### config.mk
export PLATFORM = sky130hd
export DESIGN_NAME = psq_stats_monitor
export DESIGN_NICKNAME = d
export VERILOG_FILES = /design/src/include/psq_pkg.sv /design/src/hdl/psq_grade_map.sv /design/src/hdl/psq_stats_monitor.sv
export SDC_FILE = /design/constraint.sdc
export NUM_CORES = 1
export LEC_CHECK = 0
export BUFFER_PORTS_ARGS = -buffer_cell sky130_fd_sc_hd__buf_2
export CORE_ASPECT_RATIO = 0.7
export CORE_MARGIN = 5
export CORE_UTILIZATION = 52
export DETAILED_ROUTE_END_ITERATION = 8
export GPL_ROUTABILITY_DRIVEN = 0
export PLACE_DENSITY = 0.75
export SYNTH_ARGS = -nofsm -noshare
export SYNTH_HDL_FRONTEND = slang
export SYNTH_SLANG_ARGS = --single-unit
### constraint.sdc
create_clock -name clock -period 2.7 [get_ports clock]
set_clock_uncertainty 0.1 [all_clocks]
set_input_delay 0.135 -clock clock [delete_from_list [all_inputs] [get_ports clock]]
set_output_delay 0.135 -clock clock [all_outputs]
set_load 0.05 [all_outputs]
### src/include/psq_pkg.sv
// Purpose: Shared constants and types for the packet statistics and link quality monitor.
// Assumes: 16-bit register words reached by address, one register per address.
// Notes:   All offsets, field positions and grade limits live here.
package psq_pkg;

	// Widths
	localparam int ADDR_W  = 16;
	localparam int DATA_W  = 16;
	localparam int MSE_W   = 10;
	localparam int PEAK_W  = 8;
	localparam int GRADE_W = 3;
	localparam int PKT_W   = 32;
	localparam int ERR_W   = 16;
	localparam int NUM_GRP = 2;
	localparam int GRP_TX  = 0;
	localparam int GRP_RX  = 1;
	localparam int NUM_LIM = 7;

	// Register offsets
	localparam logic [ADDR_W-1:0] ADDR_TX_LOW  = 16'h0639;
	localparam logic [ADDR_W-1:0] ADDR_TX_HIGH = 16'h063a;
	localparam logic [ADDR_W-1:0] ADDR_TX_ERR  = 16'h063b;
	localparam logic [ADDR_W-1:0] ADDR_RX_LOW  = 16'h063c;
	localparam logic [ADDR_W-1:0] ADDR_RX_HIGH = 16'h063d;
	localparam logic [ADDR_W-1:0] ADDR_RX_ERR  = 16'h063e;
	localparam logic [ADDR_W-1:0] ADDR_GRADE   = 16'h0871;
	localparam logic [ADDR_W-1:0] ADDR_PEAK    = 16'h0874;
	localparam logic [ADDR_W-1:0] ADDR_MSE     = 16'h0875;
	// Medium control is printed with the space-marker nibble, which the access drops
	localparam logic [ADDR_W-1:0] ADDR_MEDIUM_PRINTED = 16'h1000;
	localparam logic [ADDR_W-1:0] MMD_NIBBLE_MASK     = 16'h0fff;
	localparam logic [ADDR_W-1:0] ADDR_MEDIUM         = ADDR_MEDIUM_PRINTED & MMD_NIBBLE_MASK;

	// Per-group address tables
	localparam logic [ADDR_W-1:0] GRP_LOW  [NUM_GRP] = '{ADDR_TX_LOW, ADDR_RX_LOW};
	localparam logic [ADDR_W-1:0] GRP_HIGH [NUM_GRP] = '{ADDR_TX_HIGH, ADDR_RX_HIGH};
	localparam logic [ADDR_W-1:0] GRP_ERR  [NUM_GRP] = '{ADDR_TX_ERR, ADDR_RX_ERR};

	// Field positions
	localparam int GRADE_LSB       = 1;
	localparam int WORST_GRADE_LSB = 5;
	localparam int PEAK_LSB        = 0;
	localparam int WORST_PEAK_LSB  = 8;
	localparam int MED_RESET_BIT   = 15;

	// Reset values, unit steps and the best grade
	localparam logic [DATA_W-1:0]  DATA_ZERO  = 16'h0000;
	localparam logic [PKT_W-1:0]   PKT_ZERO   = 32'h0000_0000;
	localparam logic [PKT_W-1:0]   PKT_ONE    = 32'h0000_0001;
	localparam logic [ERR_W-1:0]   ERR_ZERO   = 16'h0000;
	localparam logic [ERR_W-1:0]   ERR_ONE    = 16'h0001;
	localparam logic [MSE_W-1:0]   MSE_ZERO   = 10'h000;
	localparam logic [PEAK_W-1:0]  PEAK_ZERO  = 8'h00;
	localparam logic [GRADE_W-1:0] GRADE_ZERO = 3'h0;
	localparam logic [GRADE_W-1:0] GRADE_BEST = 3'h7;

	// Grade limits, each an inclusive upper bound, worst to best
	localparam logic [MSE_W-1:0] MSE_LIM [NUM_LIM] =
		'{10'h066, 10'h051, 10'h041, 10'h033, 10'h029, 10'h020, 10'h019};

	// Read sequence tracker, Gray coded from idle through low to high
	typedef enum logic [1:0]
	{
		SEQ_IDLE = 2'b00,
		SEQ_LOW  = 2'b01,
		SEQ_HIGH = 2'b11
	} psq_seq_t;

endpackage

### src/hdl/psq_grade_map.sv
// Purpose: Map a 10-bit receiver mean square error to a 3-bit quality grade.
// Assumes: Purely combinational; the caller registers the result.
// Notes:   Grade counts the limits that the error does not exceed.
`timescale 1ns/1ps
module psq_grade_map
	import psq_pkg::*;
(
	// Error in, grade out
	input  wire logic [psq_pkg::MSE_W-1:0]   mse,
	output logic      [psq_pkg::GRADE_W-1:0] grade
);

	// grade from limits
	always_comb
	begin
		grade = GRADE_ZERO;
		for (int i = 0; i < NUM_LIM; i++)
		begin
			if (mse <= MSE_LIM[i])
				grade = GRADE_W'(i + 1);
		end
	end

endmodule

### src/hdl/psq_stats_monitor.sv
// Purpose: Packet statistics counters and link quality reporting behind a register port.
// Assumes: Event and sample inputs come from logic on the same clock; reads answer one cycle later.
// Notes:   Counters wrap; a count event in the clearing cycle survives as a count of one.
`timescale 1ns/1ps

// How it works
// The low 16 bits of the transmit packet counter read back at the first transmit statistics address.
// The high 16 bits of that counter read back at the next address.
// Transmitted packets with a CRC error are counted in a full 16-bit register.
// Reading transmit low, high and error registers in that order clears all three transmit registers.
// The low 16 bits of the receive packet counter read back at the first receive statistics address.
// The high 16 bits of that counter read back at the following address.
// Received packets failing the CRC check are counted in a 16-bit register.
// Reading receive low, high and error registers in that order clears all three receive registers.
// The 10-bit error maps to a 3-bit grade by seven inclusive upper limits, from 102 down to 25.
// The worst grade since the last read is held in bits 7 to 5 and cleared by reading it.
// An 8-bit peak error value, scaled by the signal processor, is reported as it arrives.
// The largest peak error since the last read is held in bits 15 to 8 and cleared by reading it.
// The 10-bit mean square error is readable in the low bits of its own register.
// Software drops the leading space-marker nibble when addressing the medium control register.
// Writing one to bit 15 of medium control resets the attach logic until it reports completion.
// Reserved bits read as zero and writes to them are ignored.
module psq_stats_monitor
	import psq_pkg::*;
(
	// Clock and reset
	input  wire logic                        clock,
	input  wire logic                        resetn,
	// Register access
	input  wire logic [psq_pkg::ADDR_W-1:0]  regAddr,
	input  wire logic                        regRead,
	input  wire logic                        regWrite,
	input  wire logic [psq_pkg::DATA_W-1:0]  regWdata,
	output logic      [psq_pkg::DATA_W-1:0]  regRdata,
	output logic                             regRdValid,
	// Packet events
	input  wire logic                        txPacket,
	input  wire logic                        txCrcError,
	input  wire logic                        rxPacket,
	input  wire logic                        rxCrcError,
	// Error samples from the signal processor
	input  wire logic                        mseValid,
	input  wire logic [psq_pkg::MSE_W-1:0]   mseSample,
	input  wire logic [psq_pkg::PEAK_W-1:0]  peakMseSample,
	// Medium attach reset
	input  wire logic                        mediumResetDone,
	output logic                             mediumReset
);

	logic [NUM_GRP-1:0] pktEvent;
	logic [NUM_GRP-1:0] errEvent;
	logic [NUM_GRP-1:0] rdLow;
	logic [NUM_GRP-1:0] rdHigh;
	logic [NUM_GRP-1:0] rdErr;
	logic [NUM_GRP-1:0] groupClear;
	logic [PKT_W-1:0]   pktCount [NUM_GRP];
	logic [ERR_W-1:0]   errCount [NUM_GRP];
	psq_seq_t           seqState [NUM_GRP];
	logic [MSE_W-1:0]   mseLock;
	logic [PEAK_W-1:0]  peakMse;
	logic [PEAK_W-1:0]  worstPeak;
	logic [GRADE_W-1:0] grade;
	logic [GRADE_W-1:0] worstGrade;
	logic               worstSeen;
	logic [GRADE_W-1:0] sampleGrade;
	logic               rdGrade;
	logic               rdPeak;
	logic               wrMedium;
	logic [DATA_W-1:0]  next_rdata;

	// Event vectors indexed by group
	assign pktEvent = {rxPacket, txPacket};
	assign errEvent = {rxCrcError, txCrcError};

	// Quality register decodes
	assign rdGrade = regRead && (regAddr == ADDR_GRADE);
	assign rdPeak  = regRead && (regAddr == ADDR_PEAK);
	// nibble-free medium address
	assign wrMedium = regWrite && (regAddr == ADDR_MEDIUM);

	// grade of the incoming sample, registered with the sample itself
	psq_grade_map u_grade_map
	(
		.mse   (mseSample),
		.grade (sampleGrade)
	);

	// One statistics group per direction
	for (genvar g = 0; g < NUM_GRP; g++)
	begin : gen_grp
		assign rdLow[g]  = regRead && (regAddr == GRP_LOW[g]);
		assign rdHigh[g] = regRead && (regAddr == GRP_HIGH[g]);
		assign rdErr[g]  = regRead && (regAddr == GRP_ERR[g]);
		// clear on completed sequence
		assign groupClear[g] = rdErr[g] && (seqState[g] == SEQ_HIGH);

		// Track low, high, error reads; any break in order starts over
		always_ff @(posedge clock or negedge resetn)
		begin
			if (!resetn)
				seqState[g] <= SEQ_IDLE;
			else if (rdLow[g])
				seqState[g] <= SEQ_LOW;
			else
			begin
				case (seqState[g])
					SEQ_IDLE:
						seqState[g] <= SEQ_IDLE;
					SEQ_LOW:
						if (rdErr[g])
							seqState[g] <= SEQ_IDLE;
						else if (rdHigh[g])
							seqState[g] <= SEQ_HIGH;
					SEQ_HIGH:
						if (rdErr[g] || rdHigh[g])
							seqState[g] <= SEQ_IDLE;
					default:
						seqState[g] <= SEQ_IDLE;
				endcase
			end
		end

		// packet counter, event wins over clear
		always_ff @(posedge clock or negedge resetn)
		begin
			if (!resetn)
				pktCount[g] <= PKT_ZERO;
			else if (groupClear[g])
				pktCount[g] <= pktEvent[g] ? PKT_ONE : PKT_ZERO;
			else if (pktEvent[g])
				pktCount[g] <= pktCount[g] + PKT_ONE;
		end

		// CRC error counter, event wins over clear
		always_ff @(posedge clock or negedge resetn)
		begin
			if (!resetn)
				errCount[g] <= ERR_ZERO;
			else if (groupClear[g])
				errCount[g] <= errEvent[g] ? ERR_ONE : ERR_ZERO;
			else if (errEvent[g])
				errCount[g] <= errCount[g] + ERR_ONE;
		end
	end

	// latest error samples and grade
	always_ff @(posedge clock or negedge resetn)
	begin
		if (!resetn)
		begin
			mseLock <= MSE_ZERO;
			peakMse <= PEAK_ZERO;
			grade   <= GRADE_ZERO;
		end
		else if (mseValid)
		begin
			mseLock <= mseSample;
			peakMse <= peakMseSample;
			grade   <= sampleGrade;
		end
	end

	// worst grade since read; a fresh sample wins over the read clear
	always_ff @(posedge clock or negedge resetn)
	begin
		if (!resetn)
		begin
			worstGrade <= GRADE_ZERO;
			worstSeen  <= 1'b0;
		end
		else if (mseValid && (rdGrade || !worstSeen || sampleGrade < worstGrade))
		begin
			worstGrade <= sampleGrade;
			worstSeen  <= 1'b1;
		end
		else if (rdGrade)
		begin
			worstGrade <= GRADE_ZERO;
			worstSeen  <= 1'b0;
		end
	end

	// worst peak since read; zero is the natural empty value for a maximum
	always_ff @(posedge clock or negedge resetn)
	begin
		if (!resetn)
			worstPeak <= PEAK_ZERO;
		else if (mseValid && (rdPeak || peakMseSample > worstPeak))
			worstPeak <= peakMseSample;
		else if (rdPeak)
			worstPeak <= PEAK_ZERO;
	end

	// self-clearing attach reset; a write of zero cannot abort it
	always_ff @(posedge clock or negedge resetn)
	begin
		if (!resetn)
			mediumReset <= 1'b0;
		else if (wrMedium && regWdata[MED_RESET_BIT])
			mediumReset <= 1'b1;
		else if (mediumResetDone)
			mediumReset <= 1'b0;
	end

	// high halves are read live, so a carry between two reads shows up
	// read mux, reserved bits and unmapped addresses give zero
	always_comb
	begin
		next_rdata = DATA_ZERO;
		case (regAddr)
			ADDR_TX_LOW:  next_rdata = pktCount[GRP_TX][DATA_W-1:0];
			ADDR_TX_HIGH: next_rdata = pktCount[GRP_TX][PKT_W-1:DATA_W];
			ADDR_TX_ERR:  next_rdata = errCount[GRP_TX];
			ADDR_RX_LOW:  next_rdata = pktCount[GRP_RX][DATA_W-1:0];
			ADDR_RX_HIGH: next_rdata = pktCount[GRP_RX][PKT_W-1:DATA_W];
			ADDR_RX_ERR:  next_rdata = errCount[GRP_RX];
			ADDR_GRADE:
			begin
				next_rdata[GRADE_LSB +: GRADE_W]       = grade;
				next_rdata[WORST_GRADE_LSB +: GRADE_W] = worstGrade;
			end
			ADDR_PEAK:
			begin
				next_rdata[PEAK_LSB +: PEAK_W]       = peakMse;
				next_rdata[WORST_PEAK_LSB +: PEAK_W] = worstPeak;
			end
			ADDR_MSE:     next_rdata[MSE_W-1:0] = mseLock;
			ADDR_MEDIUM:  next_rdata[MED_RESET_BIT] = mediumReset;
			default:      next_rdata = DATA_ZERO;
		endcase
	end

	// Registered answer; data stays zero between reads to keep the bus quiet
	always_ff @(posedge clock or negedge resetn)
	begin
		if (!resetn)
		begin
			regRdata   <= DATA_ZERO;
			regRdValid <= 1'b0;
		end
		else
		begin
			regRdata   <= regRead ? next_rdata : DATA_ZERO;
			regRdValid <= regRead;
		end
	end

	logic [DATA_W-1:0] txHighHalf;
	assign txHighHalf = pktCount[GRP_TX][PKT_W-1:DATA_W];
endmodule

==> flow_summary.json, run 1 <==
{
  "status": "completed",
  "swShare_pct": 29.9,
  "dr.pass1.iters": 8,
  "regToRegEndpoint": "pktCount[60]",
  "async_flop_share_pct": 100,
  "rrSetupSlack_ns": 0.38,
  "dpl.cell_count": 1088,
  "slew_headroom_pct": 48.3,
  "cp.arrival_ns": 2.80,
  "post_route_cells_drive_above_1_share_pct": 16.1,
  "grt_max_degree": 65,
  "p_sw_mw": 2.01,
  "p_comb_share_pct": 17.4,
  "die_y_um": 115,
  "fillCellCount": 1280,
  "timing.fmax_mhz": 388,
  "area_growth_pct": 18.5,
  "synth.net_count": 918,
  "routed_wl_um": 21200,
  "row_count": 38,
  "finalSetupViolCount": 0,
  "r2r_start": "pktCount[32]",
  "internal-power_mw": 4.72,
  "fp.dieArea_um2": 18200,
  "ant_nets": 0,
  "ys_types": 56,
  "whs_endpoint": "regRdata[15]",
  "seq_area_um2": 3780,
  "stdcell_count": 1147,
  "groute.usage.overall_pct": 24.0,
  "num_vias": 6764,
  "synth_area_um2": 8110,
  "yosys_warnings": 0,
  "cts_tree": "built",
  "p_clk_share_pct": 38.6,
  "grt_pass1_wl_um": 35000,
  "critPathMaxFanout": 6,
  "root_buffer": "clkbuf_16",
  "hold_violations": 0,
  "layout_commonest_cell": "dfrtp_1",
  "clkLatencyLatePin_ns": 0.43,
  "synth.ff_latch_count": 151,
  "io_pins": 78,
  "grt-ovfl-total": 0,
  "coreArea_um2": 15400,
  "power.leakage_nw": 4.24,
  "drv_cap": 0,
  "first_global_vias": 6512,
  "critPathLaunchType": "input port",
  "drtIter0Drc": 700,
  "min_period_over_period_pct": 95.4,
  "setup_tns_ns": 0,
  "h-tree-depth": 4,
  "slew_viol_final": 0,
  "irDropWorstVdd_v": 0.000435,
  "antenna_found_initial": 1,
  "io_buffer_count": 62,
  "die_w_um": 159,
  "total_power_mw": 6.73,
  "fin_crit_ns": 2.58,
  "antennaDiodeCount": 0,
  "dp_hpwl_um": 15100,
  "hold_class": "in -> reg",
  "wire_per_inst_um": 18.5,
  "crit_type": "in -> reg",
  "tightest_slew_ns": 0.769,
  "synth-edff-count": 0,
  "p_seq_share_pct": 44.0,
  "start_util_pct": 52.7,
  "hold_depth": 3,
  "endpoint_kind": "register",
  "via_per_inst": 5.90,
  "hold_path_startpoint": "regAddr[2]",
  "final_nets": 1008,
  "multi_input_area_um2": 4060,
  "synth-main-ff-cell": "dfrtp_1",
  "p_per_area_nw_per_um2": 700,
  "cts.sinks": 151,
  "cp.required_ns": 2.92,
  "cts.path.max_buffers": 2,
  "numCtsBuffers": 17,
  "synth_cells": 844,
  "mostFrequentLayoutCells": "dfrtp_1 (151), nor2_1 (127), buf_2 (61)",
  "cts.clk_slew.worst_paths_ns": 0.07,
  "syn_avg_cell_area_um2": 9.61,
  "worst_r2r_path_depth": 7,
  "drt_drc_violations_left": 0,
  "seq_area_frac_synth_pct": 46.6
}
-- power groups by stage --
stage	Sequential, mW	Clock (mW)	Combinational, mW
finish	2.96	2.60	1.17
CTS	2.95	2.62	1.16
floorplan	2.85	0	0.842
global route	3.00	2.74	1.34
global placement	2.97	0	1.08
detailed placement	2.99	0	1.13
-- repair_timing --
| action | 4_1_cts | 5_1_grt |
|---|---|---|
| hold endpoints to repair | 98 | 0 |
| hold buffers | 26 | 0 |
| endpoints found under the setup margin | 0 | 3 |
| gates resized for setup | 0 | 3 |
| setup buffers | 0 | 1 |
-- worst max-delay path, cell delays in order --
cell           delay, ns
dlygate4sd3_1       0.53
buf_2               0.15
or3_1               0.44
a21oi_1             0.17
nor3_1              0.07
nor2_1              0.14
ha_1                0.25
o21a_1              0.17
o21ai_0             0.15
a21oi_1             0.09
o21a_1              0.16
or2_1               0.22
o2bb2ai_1           0.12
-- cell type report --
cell class	instances	area share, %
clock buffer	19	4.71
clock inverter	13	2.02
inverter	27	1.05
multi-input combinational	625	42.2
sequential	151	39.3
tap	200	2.60
timing repair buffer	112	8.13
-- state kept, by name, summed over array words and instances, names as in the netlist, 4 cells and up --
| register | flops |
|---|---|
| errCount | 32 |
| mseLock | 10 |
| peakMse | 8 |
| pktCount | 64 |
| regRdata | 16 |
| seqState | 4 |
| worstPeak | 8 |
-- how the worst max path moves through the flow --
stage,from,endpoint,slack (ns),cells past startpoint
after detailed placement,mseSample[7],worstGrade[1],0.17,9
final,mseSample[3],worstGrade[1],0.12,13
after CTS,mseSample[7],worstGrade[1],0.06,10
after global placement,mseSample[7],worstGrade[1],0.21,9
after global routing,mseSample[2],worstGrade[1],-0.01,13
after floorplan,mseSample[7],worstGrade[1],0.46,8
-- cells by family (layout without fill, tap and decap cells) --
group / after synthesis / in the layout / share of synthesized area [%]
AO/OA/AOI/OAI: 145 / 145 / 12.2
XOR/XNOR: 86 / 86 / 9.28
AND/OR/NAND/NOR: 339 / 339 / 20.6
adder cells (fa/ha/maj): 14 / 14 / 2.16
flip-flops: 151 / 151 / 46.6
multiplexers: 41 / 41 / 5.38
buffers and inverters: 68 / 171 / 3.75
-- routing by layer --
layer	vias up	global-route usage [%]	share of wire, %
met5	-	0	0
li1	3188	-	-
met4	0	6.36	1.7
met3	32	7.59	8.8
met1	3275	34.7	46
met2	269	35.3	44
-- through the flow --
step           utilization, %  setup slack [ns]  cell area [um^2]  hold slack (ns)
3_5_place_dp             56.4             0.167              8680           0.0580
4_1_cts                  62.3            0.0577              9590           0.0539
3_3_place_gp             56.4             0.208              8680           0.0604
5_1_grt                  62.4           -0.0135              9620           0.0764
6_report                 62.4             0.125              9620           0.0696
2_1_floorplan               -             0.461              8110           -0.261
-- cells in the mapped netlist, types with 6 or more instances --
library cell  count  share of area [%]
dfrtp_1         151                 47
nor2_1          127                5.9
nand2_1          58                2.7
xor2_1           56                6.0
a21oi_1          36                2.2
nand3_1          35                2.2
xnor2_1          30                3.2
inv_1            27                1.2
o21ai_0          27                1.7
nand4_1          26                2.0
clkbuf_1         23                1.1
mux2_2           21                2.9
mux2i_1          20                2.5
a22oi_1          19                1.8
and3_1           16                1.2
nor3_1           16               0.99
ha_1             14                2.2
or3_1            11               0.85
a222oi_1         10                1.2
a32o_1            9                1.1
buf_4             9               0.83
and4_1            8               0.86
nand2b_1          8               0.62
nor4_1            8               0.62
nor2b_1           7               0.54
a211oi_1          6               0.56
a31oi_1           6               0.46
buf_2             6               0.37
Power figures use the tool's default switching activity.
==> inputs of run 2 (changes only) <==
- PLACE_DENSITY: 0.75 -> 0.78
- RECOVER_POWER: unset -> 100
- clock period: 2.7 -> 2.19 ns (I/O delays scaled with it)
==> run 2 against run 1 <==
Die area is the same. Clock power is 10% higher. The flow now finishes with violations (setup timing). Register-to-register slack worse by 0.32 ns. Flip-flop and latch count unchanged. Setup slack got worse by 0.13 ns. Global-route usage grew 1.2 points. Non-clock buffer count increased by 49. First-iteration DRC count up 31%. Largest power group unchanged. Cell count rose by 4.3%. Count of clock-buffer cells in the layout unchanged.
==> flow_summary.json, run 2 (synthesized netlist as in run 1, its figures left out) <==
{
  "cpMaxStageDelayCell": "dlygate4sd3_1",
  "cts_tree": "built",
  "cp.required_ns": 2.42,
  "violations": "setup timing",
  "cpPeakStageDelay_ns": 0.53,
  "crit_type": "in -> reg",
  "cp.arrival_ns": 2.42,
  "endpoint_kind": "register",
  "path_depth": 12,
  "dr.pass1.iters": 6,
  "grt-ovfl-total": 0,
  "hold_depth": 3,
  "die_w_um": 159,
  "min_period_over_period_pct": 100,
  "io_buffer_count": 62,
  "finalWorstSetupSlack_ns": -0.00313,
  "p_per_area_nw_per_um2": 824,
  "dpl.cell_count": 1136,
  "setup_tns_ns": -0.00499,
  "h-tree-depth": 4,
  "coreArea_um2": 15400,
  "antenna_found_initial": 0,
  "area_growth_pct": 22.2,
  "drtIter0Drc": 918,
  "hold_class": "in -> reg",
  "pre_cts_slack_ns": -0.241,
  "wire_per_inst_um": 18.9,
  "whs_ns": 0.0486,
  "worst-path-buf-inv": 2,
  "slew_viol_final": 0,
  "ant_nets": 0,
  "hold_violations": 0,
  "clkLatencyLatePin_ns": 0.44,
  "fin_util_pct": 64.4,
  "irDropWorstVdd_v": 0.000508,
  "cpMostUsedCell": "o21a_1",
  "top_regs": "pktCount: 64 flops, errCount: 32 flops, regRdata: 16 flops",
  "dpl-instance-area_um2": 9100,
  "final_nets": 1057,
  "routed_wl_um": 22700,
  "num_vias": 7133,
  "cts.path.max_buffers": 2,
  "first_global_vias": 6875,
  "timing.fmax_mhz": 456,
  "stdcell_count": 1196,
  "slew_headroom_pct": 0.0846,
  "fp.dieArea_um2": 18200,
  "path_cells": "dlygate4sd3_1, buf_2, nor4_4, nor3_2, nor2_1, ha_1, o21a_1, o21ai_2, a21oi_2, o21a_1, or2_1, o2bb2ai_1",
  "grt_pass1_wl_um": 36800,
  "groute.usage.overall_pct": 25.2,
  "mostFrequentLayoutCells": "dfrtp_1 (151), nor2_1 (127), nand2_1 (58)",
  "numCtsBuffers": 17,
  "critPathMaxFanout": 4,
  "power.leakage_nw": 4.33,
  "fin_area_um2": 9910,
  "root_buffer": "clkbuf_16",
  "row_count": 38,
  "via_per_inst": 5.96,
  "tightest_slew_ns": 1.50,
  "grt_max_degree": 57,
  "cts.clk_slew.worst_paths_ns": 0.07,
  "total_power_mw": 8.17,
  "layout_commonest_cell": "dfrtp_1",
  "drv_cap": 0,
  "post_route_cells_drive_above_1_share_pct": 17.8,
  "top_register": "pktCount",
  "cts.sinks": 151,
  "finalSetupViolCount": 2,
  "start_util_pct": 52.7,
  "status": "finished with violations",
  "io_pins": 78,
  "drt_drc_violations_left": 0,
  "worst_r2r_path_depth": 8,
  "fin_crit_ns": 2.19,
  "antennaDiodeCount": 0,
  "largest_reg_flops": 64,
  "die_y_um": 115,
  "critPathLaunchType": "input port",
  "rrSetupSlack_ns": 0.06,
  "crit_family": "buffers and inverters",
  "dp_hpwl_um": 15700
}
## run 2: where the power goes
group          switching, mW  total (mW)  internal [mW]
logic                  0.885        1.67          0.785
registers              0.460        3.63           3.17
clock network           1.24        2.87           1.63
## run 2: path summary, 6_finish.rpt
| path | from | to |
|---|---|---|
| min | mseValid | worstGrade[1] |
| min in group asynchronous | resetn | worstGrade[2] |
| min reg2reg | peakMse[1] | peakMse[1] |
| max reg2reg | worstPeak[6] | worstPeak[3] |
| max in group asynchronous | resetn | seqState[1] |
| max | mseSample[0] | worstGrade[1] |
## run 2: per-layer routing
metal	routed length, um	global-route usage [%]
met5	0	0
met4	431	7.44
met3	1930	6.84
met2	10200	37.9
met1	10100	36.1
## run 2: worst reg2reg max path, stage by stage (launching register included)
cell and delay, ns:
dfrtp_1 0.39, inv_1 0.06, ha_1 0.29, a21o_1 0.20
a21oi_2 0.18, a32o_1 0.18, a21oi_2 0.06, a21o_1 0.25
a32o_1 0.30
## run 2: cell type report
cell class,count,area (um^2)
multi-input combinational,625,4100
clock inverter,13,123
sequential,151,3780
timing repair buffer,161,1110
clock buffer,19,453
inverter,27,101
fill,1212,5490
tap,200,250
## run 2: what timing repair did
item | 4_1_cts | 5_1_grt
resized for setup | 0 | 19
buffers inserted | 0 | 1
endpoints found under the setup margin | 0 | 21
hold buffers | 27 | 0
hold endpoints to repair | 146 | 0
==> inputs of run 3 (changes only) <==
- PLACE_DENSITY: 0.78 -> 0.75
- clock period: 2.19 -> 2.7 ns (I/O delays scaled with it)
==> run 3 against run 2 <==
The run ends with capacitance limit, slew limit left. Worst hold slack better by 0.071 ns. Flip-flop and latch count stayed put. Design area is 4.1% lower. Non-clock buffer count is 49 lower. Cell count is 4.1% lower. Global-route usage is 1.2 points lower. Core utilization is 2.6 points lower. Via count is 5.7% lower. Sequential share of layout area is 1.6 points higher. Critical path type unchanged. Largest cell class unchanged. Largest power group unchanged.
==> flow_summary.json, run 3 (synthesized netlist as in run 1, its figures left out) <==
{
  "status": "finished with violations",
  "violations": "capacitance limit, slew limit",
  "cp.required_ns": 2.91,
  "dp_hpwl_um": 15100,
  "hold_path_startpoint": "regAddr[13]",
  "io_buffer_count": 62,
  "hold_violations": 0,
  "die_y_um": 115,
  "top_register": "pktCount",
  "multi_input_area_um2": 4000,
  "critPathMaxFanout": 6,
  "coreArea_um2": 15400,
  "grt_max_degree": 65,
  "r2r_start": "pktCount[32]",
  "io_pins": 78,
  "dpl.cell_count": 1088,
  "rrSetupSlack_ns": 0.27,
  "crit_type": "in -> reg",
  "drt_drc_violations_left": 0,
  "hold_depth": 5,
  "row_count": 38,
  "wire_per_inst_um": 18.5,
  "routed_wl_um": 21200,
  "grt_pass1_wl_um": 35000,
  "internal-power_mw": 4.72,
  "finalSetupViolCount": 0,
  "power.leakage_nw": 4.11,
  "critPathLaunchType": "input port",
  "cts_tree": "built",
  "wl_met3_um": 1750,
  "cts.sinks": 151,
  "grt-ovfl-total": 0,
  "first_global_vias": 6512,
  "fin_util_pct": 61.8,
  "antennaDiodeCount": 0,
  "top_layer": "met4",
  "numCtsBuffers": 17,
  "p_seq_share_pct": 44.2,
  "worst_r2r_path_depth": 7,
  "die_w_um": 159,
  "drtIter0Drc": 723,
  "cts.path.max_buffers": 2,
  "area_growth_pct": 17.3,
  "regToRegEndpoint": "pktCount[60]",
  "root_buffer": "clkbuf_16",
  "p_per_area_nw_per_um2": 706,
  "largest_reg_flops": 64,
  "met2WireLength_um": 9280,
  "cts.clk_slew.worst_paths_ns": 0.07,
  "layout_commonest_cell": "dfrtp_1",
  "fillCellCount": 1310,
  "stdcell_count": 1147,
  "antenna_found_initial": 1,
  "met1_length_um": 9820,
  "hold_class": "in -> reg",
  "num_vias": 6724,
  "p_sw_mw": 2.00,
  "min_period_over_period_pct": 96.5,
  "slew_viol_final": 101,
  "swShare_pct": 29.8,
  "p_comb_share_pct": 17.3,
  "h-tree-depth": 4,
  "irDropWorstVdd_v": 0.000436,
  "drv_cap": 2,
  "groute.usage.overall_pct": 24.0,
  "mostFrequentLayoutCells": "dfrtp_1 (151), nor2_1 (127), nand2_1 (59)",
  "start_util_pct": 52.7,
  "slew_headroom_pct": -18.6,
  "clkLatencyLatePin_ns": 0.43,
  "p_clk_share_pct": 38.6,
  "via_per_inst": 5.86,
  "fin_crit_ns": 2.61,
  "endpoint_kind": "register",
  "final_nets": 1008,
  "cp.arrival_ns": 2.82,
  "fp.dieArea_um2": 18200,
  "ant_nets": 0,
  "top_regs": "pktCount: 64 flops, errCount: 32 flops, regRdata: 16 flops",
  "post_route_cells_drive_above_1_share_pct": 12.8,
  "timing.fmax_mhz": 384,
  "tightest_slew_ns": 1.78,
  "seq_area_um2": 3780,
  "dr.pass1.iters": 6,
  "whs_endpoint": "worstSeen"
}
## run 3: routing by layer
metal | vias up | track usage, %
li1 | 3207 | -
met1 | 3240 | 34.7
met2 | 250 | 35.3
met3 | 27 | 7.59
met4 | 0 | 6.36
met5 | - | 0
## run 3: worst max path at each step
| stage | slack (ns) | depth (start not counted) | endpoint | from |
|---|---|---|---|---|
| after global placement | 0.21 | 9 | worstGrade[1] | mseSample[7] |
| after floorplan | 0.46 | 8 | worstGrade[1] | mseSample[7] |
| after detailed placement | 0.17 | 9 | worstGrade[1] | mseSample[7] |
| after CTS | 0.06 | 10 | worstGrade[1] | mseSample[7] |
| after global routing | -0.02 | 13 | worstGrade[1] | mseSample[2] |
| final | 0.09 | 13 | worstGrade[2] | mseSample[3] |
## run 3: final cells by class
class	count	share of cell area (%)
multi-input combinational	625	42.1
sequential	151	39.7
timing repair buffer	112	7.69
clock buffer	19	4.76
tap	200	2.63
clock inverter	13	2.04
inverter	27	1.07
## run 3: through the flow
step	hold WS, ns	TNS, ns	setup WS, ns	power [mW]	instance area (um^2)
floorplan	-0.261	0	0.461	3.70	8110
global placement	0.0604	0	0.208	4.05	8680
detailed placement	0.0580	0	0.167	4.11	8680
CTS	0.0539	0	0.0577	6.73	9590
global route	0.146	-0.0364	-0.0249	7.08	9510
finish	0.120	0	0.0934	6.72	9510
## run 3: power by group through the flow
stage / registers (mW) / clock network (mW) / logic [mW]
after floorplan: 2.85 / 0 / 0.842
after global placement: 2.97 / 0 / 1.08
after detailed placement: 2.99 / 0 / 1.13
after CTS: 2.95 / 2.62 / 1.16
after global routing: 3.00 / 2.74 / 1.33
final: 2.97 / 2.59 / 1.16
## run 3: what timing repair did
action / 4_1_cts / 5_1_grt
buffers inserted: 0 / 1
setup endpoints to repair: 0 / 3
hold endpoints to repair: 98 / 0
gates resized for setup: 0 / 3
hold buffers: 26 / 0
## run 3: critical path: stages
cell	delay [ns]
dlygate4sd3_1	0.53
buf_2	0.15
or3_1	0.44
a21oi_1	0.17
nor3_1	0.08
nor2_1	0.15
ha_1	0.25
o21a_1	0.17
o21ai_0	0.15
a21oi_1	0.09
o21a_1	0.16
or2_0	0.22
o2bb2ai_1	0.13
